<file path="config.mk">
export PLATFORM = sky130hd
export DESIGN_NAME = ltpg_top
export DESIGN_NICKNAME = d
export VERILOG_FILES = /design/src/ltpg_pkg.sv /design/src/ltpg_prsr.sv /design/src/ltpg_top.sv
export VERILOG_INCLUDE_DIRS = /design/src
export SDC_FILE = /design/constraint.sdc
export NUM_CORES = 1
export LEC_CHECK = 0
export BUFFER_PORTS_ARGS = -buffer_cell sky130_fd_sc_hd__buf_2
export CORE_MARGIN = 5
export CORE_UTILIZATION = 51
export CTS_CLUSTER_DIAMETER = 60
export CTS_CLUSTER_SIZE = 30
export DETAILED_ROUTE_END_ITERATION = 7
export PLACE_DENSITY = 0.88
export RECOVER_POWER = 50
export SETUP_SLACK_MARGIN = 0.4
export SYNTH_ARGS = -nofsm -noshare
export SYNTH_HDL_FRONTEND = slang
export SYNTH_SLANG_ARGS = --single-unit
</file>
<file path="constraint.sdc">
create_clock -name pclk -period 3.9 [get_ports pclk]
set_clock_uncertainty 0.1 [all_clocks]
set_input_delay 0.78 -clock pclk [delete_from_list [all_inputs] [get_ports pclk]]
set_output_delay 0.78 -clock pclk [all_outputs]
set_load 0.05 [all_outputs]
</file>
<file path="src/ltpg_defs.svh">
// Register indices, field positions, reset values and pattern codes of the pattern generator
`ifndef LTPG_DEFS_SVH
`define LTPG_DEFS_SVH

// ----------------------------------------------------------------
// Register indices (byte address is four times the index)
// ----------------------------------------------------------------
`define LTPG_IDX_START_HI 6'h30
`define LTPG_IDX_START_LO 6'h31
`define LTPG_IDX_WIDTH_HI 6'h32
`define LTPG_IDX_WIDTH_LO 6'h33
`define LTPG_IDX_CTRL 6'h34
`define LTPG_IDX_STATUS 6'h3c

// ----------------------------------------------------------------
// Control register fields
// ----------------------------------------------------------------
`define LTPG_CTRL_PAT_EN 7
`define LTPG_CTRL_MODE_HI 6
`define LTPG_CTRL_MODE_LO 4
`define LTPG_CTRL_PRBS_EN 3
`define LTPG_CTRL_SEED_EN 2
`define LTPG_CTRL_CHSEL_HI 1
`define LTPG_CTRL_CHSEL_LO 0
`define LTPG_CHSEL_BOTH 2'h0
`define LTPG_CHSEL_CH1 2'h1
`define LTPG_CHSEL_CH2 2'h2

// ----------------------------------------------------------------
// Reset values
// ----------------------------------------------------------------
`define LTPG_RST_BYTE 8'h00
`define LTPG_RST_CTRL 8'h00
`define LTPG_RST_DATA 14'h0000

// ----------------------------------------------------------------
// Pattern codes
// ----------------------------------------------------------------
`define LTPG_IDLE_CODE 14'h0000
`define LTPG_FIXED_CODE 14'h2000
`define LTPG_HI_CODE 14'h3fff
`define LTPG_LO_CODE 14'h0100
`define LTPG_LINK_A 14'h2aaa
`define LTPG_LINK_B 14'h1555
`define LTPG_SEED 14'h0001
`define LTPG_PRSR_TAPS 14'h3802
`define LTPG_PITCH_BIT 3
`define LTPG_CNT_MAX 16'hffff

`endif

</file>
<file path="src/ltpg_pkg.sv">
// Types shared by the pattern generator files
package ltpg_pkg;

  // ----------------------------------------------------------------
  // Pattern modes
  // ----------------------------------------------------------------
  typedef enum logic [2:0] {
    LTPG_MODE_FIXED = 3'h0,
    LTPG_MODE_HGRAD = 3'h1,
    LTPG_MODE_VGRAD = 3'h2,
    LTPG_MODE_LATTICE = 3'h3,
    LTPG_MODE_STRIPE = 3'h4,
    LTPG_MODE_LINK_SYNC = 3'h5,
    LTPG_MODE_LINK_FREE = 3'h6,
    LTPG_MODE_UNUSED = 3'h7
  } ltpg_mode_t;

  typedef logic [13:0] ltpg_data_t;

endpackage

</file>
<file path="src/ltpg_prsr.sv">
// Pseudo-random shift register with seed load
`timescale 1ns/100ps
`default_nettype none
module ltpg_prsr #(
  parameter int WIDTH = 14,
  parameter logic [WIDTH-1:0] TAPS = 14'h3802
) (
  input wire logic clk,
  input wire logic rst_n,
  input wire logic en,
  input wire logic load,
  input wire logic [WIDTH-1:0] seed,
  output logic [WIDTH-1:0] state
);

  logic fb;

  assign fb = ^(state & TAPS);

  // Reset to one so the register never sits in the all-zero lockup
  always_ff @(posedge clk or negedge rst_n) begin
    if (!rst_n) begin
      state <= {{(WIDTH-1){1'b0}}, 1'b1};
    end else if (en) begin
      if (load) begin
        state <= seed;
      end else begin
        state <= {state[WIDTH-2:0], fb};
      end
    end
  end

endmodule
`default_nettype wire

</file>
<file path="src/ltpg_top.sv">
// Test pattern generator for the serialized pixel outputs, with APB register access
//
// Decided for this implementation: register access over APB.
`timescale 1ns/100ps
`default_nettype none
`include "ltpg_defs.svh"

// Notes on behaviour
// Software loads baseline values after power-up
// Region start built from high, low bytes
// Region width built from high, low bytes
// Control bit 7 swaps conversion data for patterns
// Mode bits pick fixed, gradients, lattice, stripe
// Link test synchronous or free-running; 111 unused
// Control resets to zero, normal data flows
// Start and width bytes reset to zero
// Pseudo-random enable overrides pattern switch
// Seed loads at line-start leading edge
// Channel select bits route pattern per channel
// Pixel count restarts at each line start
// Idle code outside valid region; link free mode sends link words there too
module ltpg_top #(
  parameter logic [13:0] SEED = `LTPG_SEED,
  parameter logic [13:0] FIXED_CODE = `LTPG_FIXED_CODE
) (
  input wire logic pclk,
  input wire logic presetn,
  input wire logic clk_en,
  input wire logic psel,
  input wire logic penable,
  input wire logic pwrite,
  input wire logic [7:0] paddr,
  input wire logic [31:0] pwdata,
  output logic [31:0] prdata,
  output logic pready,
  output logic pslverr,
  input wire logic line_start_pulse,
  input wire logic [13:0] conv_ch1_data,
  input wire logic [13:0] conv_ch2_data,
  output logic [13:0] lvds_ch1_data,
  output logic [13:0] lvds_ch2_data
);

  // ----------------------------------------------------------------
  // Declarations
  // ----------------------------------------------------------------
  logic [7:0] start_hi_r, start_lo_r, width_hi_r, width_lo_r, ctrl_r;
  logic [15:0] start_val, width_val;
  logic [15:0] pix_cnt_r, line_cnt_r, rel_pix;
  logic sync1_r, sync2_r, sync3_r, line_edge;
  logic setup, access_done, wr_en, mapped;
  logic [5:0] idx;
  logic [31:0] rd_nxt;
  logic in_region, src_en, ch1_sel, ch2_sel;
  logic link_sync_r, link_free_r;
  logic [13:0] prsr_state, pat_nxt, hrel;
  ltpg_pkg::ltpg_mode_t mode;

  // ----------------------------------------------------------------
  // APB decode
  // ----------------------------------------------------------------
  assign idx = paddr[7:2];
  assign setup = psel & ~penable;
  assign access_done = psel & penable & pready;
  assign wr_en = access_done & pwrite & mapped & clk_en;
  assign mapped = (paddr[1:0] == 2'h0) &&
                  ((idx == `LTPG_IDX_START_HI) || (idx == `LTPG_IDX_START_LO) ||
                   (idx == `LTPG_IDX_WIDTH_HI) || (idx == `LTPG_IDX_WIDTH_LO) ||
                   (idx == `LTPG_IDX_CTRL) || (idx == `LTPG_IDX_STATUS));

  always_comb begin
    rd_nxt = 32'h0000_0000;
    if (mapped) begin
      unique case (idx)
        `LTPG_IDX_START_HI: rd_nxt = {24'h00_0000, start_hi_r};
        `LTPG_IDX_START_LO: rd_nxt = {24'h00_0000, start_lo_r};
        `LTPG_IDX_WIDTH_HI: rd_nxt = {24'h00_0000, width_hi_r};
        `LTPG_IDX_WIDTH_LO: rd_nxt = {24'h00_0000, width_lo_r};
        `LTPG_IDX_CTRL: rd_nxt = {24'h00_0000, ctrl_r};
        default: rd_nxt = {15'h0000, in_region, pix_cnt_r};
      endcase
    end
  end

  // One wait-free access cycle: ready rises in the access phase
  always_ff @(posedge pclk or negedge presetn) begin
    if (!presetn) begin
      pready <= 1'b0;
    end else if (clk_en) begin
      pready <= setup;
    end
  end

  always_ff @(posedge pclk or negedge presetn) begin
    if (!presetn) begin
      prdata <= 32'h0000_0000;
      pslverr <= 1'b0;
    end else if (clk_en && setup) begin
      prdata <= pwrite ? 32'h0000_0000 : rd_nxt;
      pslverr <= ~mapped;
    end
  end

  // ----------------------------------------------------------------
  // Configuration registers
  // ----------------------------------------------------------------
  always_ff @(posedge pclk or negedge presetn) begin
    if (!presetn) begin
      start_hi_r <= `LTPG_RST_BYTE;
      start_lo_r <= `LTPG_RST_BYTE;
    end else if (wr_en && idx == `LTPG_IDX_START_HI) begin
      start_hi_r <= pwdata[7:0];
    end else if (wr_en && idx == `LTPG_IDX_START_LO) begin
      start_lo_r <= pwdata[7:0];
    end
  end

  always_ff @(posedge pclk or negedge presetn) begin
    if (!presetn) begin
      width_hi_r <= `LTPG_RST_BYTE;
      width_lo_r <= `LTPG_RST_BYTE;
    end else if (wr_en && idx == `LTPG_IDX_WIDTH_HI) begin
      width_hi_r <= pwdata[7:0];
    end else if (wr_en && idx == `LTPG_IDX_WIDTH_LO) begin
      width_lo_r <= pwdata[7:0];
    end
  end

  always_ff @(posedge pclk or negedge presetn) begin
    if (!presetn) begin
      ctrl_r <= `LTPG_RST_CTRL;
    end else if (wr_en && idx == `LTPG_IDX_CTRL) begin
      ctrl_r <= pwdata[7:0];
    end
  end

  assign start_val = {start_hi_r, start_lo_r};
  assign width_val = {width_hi_r, width_lo_r};
  assign mode = ltpg_pkg::ltpg_mode_t'(ctrl_r[`LTPG_CTRL_MODE_HI:`LTPG_CTRL_MODE_LO]);

  // ----------------------------------------------------------------
  // Line-start synchroniser and counters
  // ----------------------------------------------------------------
  always_ff @(posedge pclk or negedge presetn) begin
    if (!presetn) begin
      sync1_r <= 1'b0;
      sync2_r <= 1'b0;
      sync3_r <= 1'b0;
    end else if (clk_en) begin
      sync1_r <= line_start_pulse;
      sync2_r <= sync1_r;
      sync3_r <= sync2_r;
    end
  end

  assign line_edge = sync2_r & ~sync3_r;

  // Saturates so a missing line start cannot wrap back into the region
  always_ff @(posedge pclk or negedge presetn) begin
    if (!presetn) begin
      pix_cnt_r <= 16'h0000;
    end else if (clk_en) begin
      if (line_edge) begin
        pix_cnt_r <= 16'h0000;
      end else if (pix_cnt_r != `LTPG_CNT_MAX) begin
        pix_cnt_r <= pix_cnt_r + 16'h0001;
      end
    end
  end

  always_ff @(posedge pclk or negedge presetn) begin
    if (!presetn) begin
      line_cnt_r <= 16'h0000;
    end else if (clk_en && line_edge) begin
      line_cnt_r <= line_cnt_r + 16'h0001;
    end
  end

  assign rel_pix = pix_cnt_r - start_val;
  assign hrel = rel_pix[13:0];
  assign in_region = (pix_cnt_r >= start_val) && (rel_pix < width_val);

  // ----------------------------------------------------------------
  // Link test toggles and pseudo-random source
  // ----------------------------------------------------------------
  always_ff @(posedge pclk or negedge presetn) begin
    if (!presetn) begin
      link_sync_r <= 1'b0;
      link_free_r <= 1'b0;
    end else if (clk_en) begin
      link_sync_r <= line_edge ? 1'b0 : ~link_sync_r;
      link_free_r <= ~link_free_r;
    end
  end

  ltpg_prsr #(
    .WIDTH(14),
    .TAPS(`LTPG_PRSR_TAPS)
  ) u_prsr (
    .clk(pclk),
    .rst_n(presetn),
    .en(clk_en),
    .load(line_edge & ctrl_r[`LTPG_CTRL_SEED_EN]),
    .seed(SEED),
    .state(prsr_state)
  );

  // ----------------------------------------------------------------
  // Pattern selection
  // ----------------------------------------------------------------
  always_comb begin
    pat_nxt = `LTPG_IDLE_CODE;
    if (ctrl_r[`LTPG_CTRL_PRBS_EN]) begin
      if (in_region) begin
        pat_nxt = prsr_state;
      end
    end else if (mode == ltpg_pkg::LTPG_MODE_LINK_FREE) begin
      pat_nxt = link_free_r ? `LTPG_LINK_A : `LTPG_LINK_B;
    end else if (in_region) begin
      unique case (mode)
        ltpg_pkg::LTPG_MODE_FIXED: pat_nxt = FIXED_CODE;
        ltpg_pkg::LTPG_MODE_HGRAD: pat_nxt = hrel;
        ltpg_pkg::LTPG_MODE_VGRAD: pat_nxt = line_cnt_r[13:0];
        ltpg_pkg::LTPG_MODE_LATTICE: begin
          pat_nxt = (hrel[`LTPG_PITCH_BIT] ^ line_cnt_r[`LTPG_PITCH_BIT]) ?
                    `LTPG_HI_CODE : `LTPG_LO_CODE;
        end
        ltpg_pkg::LTPG_MODE_STRIPE: begin
          pat_nxt = hrel[`LTPG_PITCH_BIT] ? `LTPG_HI_CODE : `LTPG_LO_CODE;
        end
        ltpg_pkg::LTPG_MODE_LINK_SYNC: begin
          pat_nxt = link_sync_r ? `LTPG_LINK_A : `LTPG_LINK_B;
        end
        ltpg_pkg::LTPG_MODE_LINK_FREE: pat_nxt = `LTPG_IDLE_CODE;
        ltpg_pkg::LTPG_MODE_UNUSED: pat_nxt = `LTPG_IDLE_CODE;
      endcase
    end
  end

  // ----------------------------------------------------------------
  // Output source and channel routing
  // ----------------------------------------------------------------
  assign src_en = ctrl_r[`LTPG_CTRL_PAT_EN] | ctrl_r[`LTPG_CTRL_PRBS_EN];
  assign ch1_sel = (ctrl_r[1:0] == `LTPG_CHSEL_BOTH) || (ctrl_r[1:0] == `LTPG_CHSEL_CH1);
  assign ch2_sel = (ctrl_r[1:0] == `LTPG_CHSEL_BOTH) || (ctrl_r[1:0] == `LTPG_CHSEL_CH2);

  always_ff @(posedge pclk or negedge presetn) begin
    if (!presetn) begin
      lvds_ch1_data <= `LTPG_RST_DATA;
      lvds_ch2_data <= `LTPG_RST_DATA;
    end else if (clk_en) begin
      lvds_ch1_data <= (src_en && ch1_sel) ? pat_nxt : conv_ch1_data;
      lvds_ch2_data <= (src_en && ch2_sel) ? pat_nxt : conv_ch2_data;
    end
  end

  // ----------------------------------------------------------------
  // Assertions
  // ----------------------------------------------------------------
  AST_START_HI_WR: assert property (@(posedge pclk) disable iff (!presetn)
    (wr_en && idx == `LTPG_IDX_START_HI) |=> (start_val[15:8] == $past(pwdata[7:0])))
    else $error("Start high byte not stored");

  AST_WIDTH_LO_WR: assert property (@(posedge pclk) disable iff (!presetn)
    (wr_en && idx == `LTPG_IDX_WIDTH_LO) |=> (width_val[7:0] == $past(pwdata[7:0])))
    else $error("Width low byte not stored");

  AST_NORMAL_PASS: assert property (@(posedge pclk) disable iff (!presetn)
    (clk_en && !src_en) |=> (lvds_ch1_data == $past(conv_ch1_data)) &&
    (lvds_ch2_data == $past(conv_ch2_data)))
    else $error("Conversion data not passed while patterns off");

  AST_HGRAD: assert property (@(posedge pclk) disable iff (!presetn)
    (clk_en && src_en && !ctrl_r[3] && ch1_sel && in_region &&
     mode == ltpg_pkg::LTPG_MODE_HGRAD) |=> (lvds_ch1_data == $past(hrel)))
    else $error("Horizontal gradient value wrong");

  AST_LINK_ALIGN: assert property (@(posedge pclk) disable iff (!presetn)
    (clk_en && line_edge) |=> !link_sync_r)
    else $error("Link test phase not aligned to line start");

  AST_BASELINE: assert property (@(posedge pclk) disable iff (!presetn)
    !$past(presetn) |-> (ctrl_r == `LTPG_RST_CTRL) && (lvds_ch1_data == `LTPG_RST_DATA))
    else $error("Control not at baseline after reset");

  AST_BYTES_BASELINE: assert property (@(posedge pclk) disable iff (!presetn)
    !$past(presetn) |-> (start_val == 16'h0000) && (width_val == 16'h0000))
    else $error("Region bytes not at baseline after reset");

  AST_PRBS_WINS: assert property (@(posedge pclk) disable iff (!presetn)
    (clk_en && ctrl_r[3] && ch1_sel && in_region) |=> (lvds_ch1_data == $past(prsr_state)))
    else $error("Pseudo-random data not selected");

  AST_SEED_LOAD: assert property (@(posedge pclk) disable iff (!presetn)
    (clk_en && line_edge && ctrl_r[2]) |=> (prsr_state == SEED))
    else $error("Seed not loaded at line start");

  AST_CH_SEL: assert property (@(posedge pclk) disable iff (!presetn)
    (clk_en && ctrl_r[1:0] == `LTPG_CHSEL_CH1) |=> (lvds_ch2_data == $past(conv_ch2_data)))
    else $error("Channel two not left on conversion data");

  AST_PIX_RESTART: assert property (@(posedge pclk) disable iff (!presetn)
    (clk_en && line_edge) |=> (pix_cnt_r == 16'h0000))
    else $error("Pixel count not restarted");

  AST_IDLE: assert property (@(posedge pclk) disable iff (!presetn)
    (clk_en && src_en && ch1_sel && !in_region &&
     mode != ltpg_pkg::LTPG_MODE_LINK_FREE) |=> (lvds_ch1_data == `LTPG_IDLE_CODE))
    else $error("Idle code missing outside region");

endmodule
`default_nettype wire

</file>
==> run_results.csv <==
group,metric,value,unit
worst_hold_path,hold_path.class,"flip-flop to flip-flop",
timing,post-route-period-util,97.7,%
worst_setup_path,rr_endpoint,"lvds_ch2_data[12]",
global_route,grt_max_degree,88,
place,post-place-ws,-0.0883,ns
route,dr_total_vias,6964,
worst_setup_path,reg2reg_depth,17,
timing,max_clock_freq,262,MHz
worst_setup_path,r2r-start,"start_lo_r[7]",
cells_and_area,fillers,1139,
global_route,grt_antenna_before_repair,0,
clock_network,cts_sinks,136,
worst_hold_path,holdCritStartpoint,"u_prsr.state[4]",
synthesis,synth_top_flop_cell,"dfrtp_1",
timing,fin_setup_tns,0,ns
die,die_x,134,µm
worst_hold_path,holdPathStages,2,
clock_network,clk_path_buf_depth,2,
timing,slew_violations,88,
worst_hold_path,whs_endpoint,"u_prsr.state[5]",
cells_and_area,multi_input_area,4390,µm²
synthesis,synthCells,811,
route,drcViolationCount,0,
timing,finalSetupViolCount,0,
die,die_h,134,µm
global_route,grt_usage,25.3,%
worst_setup_path,r2r_slack,0.09,ns
worst_setup_path,arrival,4.04,ns
global_route,grt_overflow,0,
clock_network,cts_max_level,4,
global_route,grt_first_pass_wirelength,35600,µm
synthesis,synth_edf_count,0,
run_status,status,"complete, but fails checks",
synthesis,synth.top_cell.area_share,42.9,%
clock_network,cts_tree,"done",
route,wl_per_cell,20.4,µm
clock_network,root_buffer,"clkbuf_16",
route,post_drt_via_cell_ratio,6.10,
timing,slew_headroom,-45.1,%
synthesis,syn_area,7870,µm²
clock_network,path_clk_slew,0.06,ns
clock_network,hold_buffers,0,
route,wirelength,23200,µm
pwr,power_leakage,4.55,nW
timing,rsz0062_at_grt,"true",
cells_and_area,ff_latch_area,3410,µm²
route,postRouteAntennaNets,0,
synthesis,yosysTopAreaCell,"dfrtp_1",
job,cap_violations,1,
worst_setup_path,worstSetupPathType,"flip-flop to flip-flop",
route,dr.pass1.iters,5,
cells_and_area,antenna_cells,0,
synthesis,ys_seq_area_share,43.3,%
worst_setup_path,crit_fanout,4,
timing,layout_setup_ws,0.0902,ns
place,gp_congestion,0.979,
timing,hold_viol_final,0,
worst_setup_path,endpoint_kind,"flip-flop",
synthesis,synth.area.top_cells,"dfrtp_1 (43%), mux2_2 (6.2%), ha_1 (5.2%), o21ai_0 (4.5%), inv_1 (3.1%)",
synthesis,yosysWarnings,0,
worst_setup_path,start_kind,"flip-flop",
die,start_util,51.9,%
route,drt_iter0_markers,937,
die,core_area,15100,µm²
synthesis,ys_async_sr_fraction,100,%
clock_network,cts_buffers,17,
cells_and_area,drive_gt1_share,29.9,%
timing,worst_slew_pin_slew,2.18,ns
pwr,irDropWorstVdd,0.389,mV
place,hpwl,16200,µm
worst_setup_path,cp.required,4.13,ns
synthesis,ys_types,65,
pwr,p_per_area,623,nW/µm²
die,die_area,18000,µm²
synthesis,ys_seq_elements,136,
run_status,violations,"capacitance limit, slew limit",
place,numPortBuffers,97,
timing,min_period,3.81,ns
global_route,grt_pass1_vias,6672,
synthesis,synth.avg_cell_area,9.70,µm²
timing,timing.hold.ws,0.385,ns
clock_network,clock_latency,0.43,ns
cells_and_area,syn2layout_area_growth,23.1,%
die,num_rows,45,
cells_and_area,nets,1050,
die,io_pins,137,
worst max-delay path by stage:
stage / startpoint / end / slack (ns)
floorplan: pix_cnt_r[0] / lvds_ch1_data[7] / 0.41
finish: start_lo_r[7] / lvds_ch2_data[12] / 0.09
global placement: pix_cnt_r[1] / lvds_ch1_data[7] / 0.08
global route: start_lo_r[7] / lvds_ch2_data[2] / -0.08
detailed placement: pix_cnt_r[0] / lvds_ch1_data[7] / -0.09
CTS: start_lo_r[7] / lvds_ch1_data[8] / 0.24
synthesized netlist by cell type (all sizes together), types with 4 or more instances:
master and number:
a21o 4, a21oi 49, a221o 7, a221oi 10
a22o 11, a22oi 6, a31oi 5, and2 5
and3 5, buf 19, clkbuf 27, dfrtp 135
ha 33, inv 66, mux2 44, mux4 8
nand2 61, nand3 18, nand4 13, nor2 46
nor2b 28, nor3 14, nor3b 6, o21a 8
o21ai 71, o31ai 16, or2 6, xnor2 22
xor2 19
layer usage:
metal  global-route usage (%)  vias to the layer above  part of all wire (%)
met3                     4.76                       62                   8.2
met1                     34.3                     3443                    41
met5                        0                        -                     0
met4                     9.28                        0                   3.2
li1                         -                     3121                     -
met2                     40.6                      338                    47
cells in the final DEF (no fill, tap or decap), drive strengths merged, types with 4 or more instances in the layout:
cell type / count
a22o: 11
nor2: 46
o21a: 8
mux4: 8
a22oi: 6
or2: 6
nor2b: 28
inv: 70
a221oi: 10
nand3: 18
nor3: 14
clkinv: 7
a221o: 7
and3: 5
a21oi: 49
buf: 139
conb: 15
ha: 33
a31oi: 5
a21o: 4
nand2: 61
xor2: 19
o21ai: 71
clkbuf: 22
dfrtp: 135
o31ai: 16
mux2: 44
and2: 5
nand4: 13
nor3b: 6
xnor2: 22
metrics by stage:
step / std cells / instance area, µm² / util [%] / power, mW
finish: 1141 / 9680 / 63.9 / 6.03
global route: 1141 / 9680 / 63.9 / 6.29
CTS: 1140 / 9620 / 63.5 / 5.86
detailed placement: 1095 / 8660 / 57.2 / 3.89
global placement: 1095 / 8660 / 57.2 / 3.83
floorplan: 825 / 7940 / - / 3.27
where the power goes:
group          total [mW]  internal, mW  switching [mW]
registers            1.76          1.61           0.157
clock network        1.60         0.945           0.659
logic                2.67          1.02            1.65
total                6.03          3.57            2.46
logic make-up after synthesis:
group | count (synthesis) | synth area share, %
simple gates | 220 | 14.4
compound gates | 213 | 17.2
flops | 136 | 43.3
buf+inv | 113 | 6.12
mux | 52 | 8.64
xor+xnor | 42 | 4.85
fa+ha+maj | 34 | 5.50
other cells | 1 | 0.0477
what timing repair did:
action                     in CTS  in global routing
cloned                          1                  0
pin swaps                      23                  3
setup endpoints to repair      29                 29
buffers inserted               13                  1
resized for setup              65                 15
final cells by class:
type	count	area share, %
clock inverters	13	1.51
inverters	67	2.60
well taps	188	2.43
repair buffers	143	8.53
clock buffers	18	4.43
multi-input cells	576	45.3
flip-flops and latches	136	35.2
critical path, cell delays in order (launching register included):
cell       delay [ns]
dfrtp_1          0.40
inv_2            0.08
ha_4             0.22
a211oi_2         0.22
nor2_1           0.09
o41ai_2          0.25
buf_4            0.19
nand2b_4         0.06
a21o_1           0.19
a21oi_2          0.15
xnor2_1          0.15
ha_1             0.28
nand4_1          0.14
nor2_1           0.06
a211o_1          0.38
o31a_1           0.33
a2bb2oi_2        0.16
o31ai_1          0.26
flip-flops by register name, summed over array words and instances (netlist names):
name and count:
width_lo_r 8, prdata 17, sync3_r 1, pready 1
start_lo_r 8, sync2_r 1, line_cnt_r 14, lvds_ch2_data 14
width_hi_r 8, pix_cnt_r 16, pslverr 1, ctrl_r 8
u_prsr.state 14, link_sync_r 1, start_hi_r 8, sync1_r 1
lvds_ch1_data 14, link_free_r 1
(Power assumes the default switching activity.)
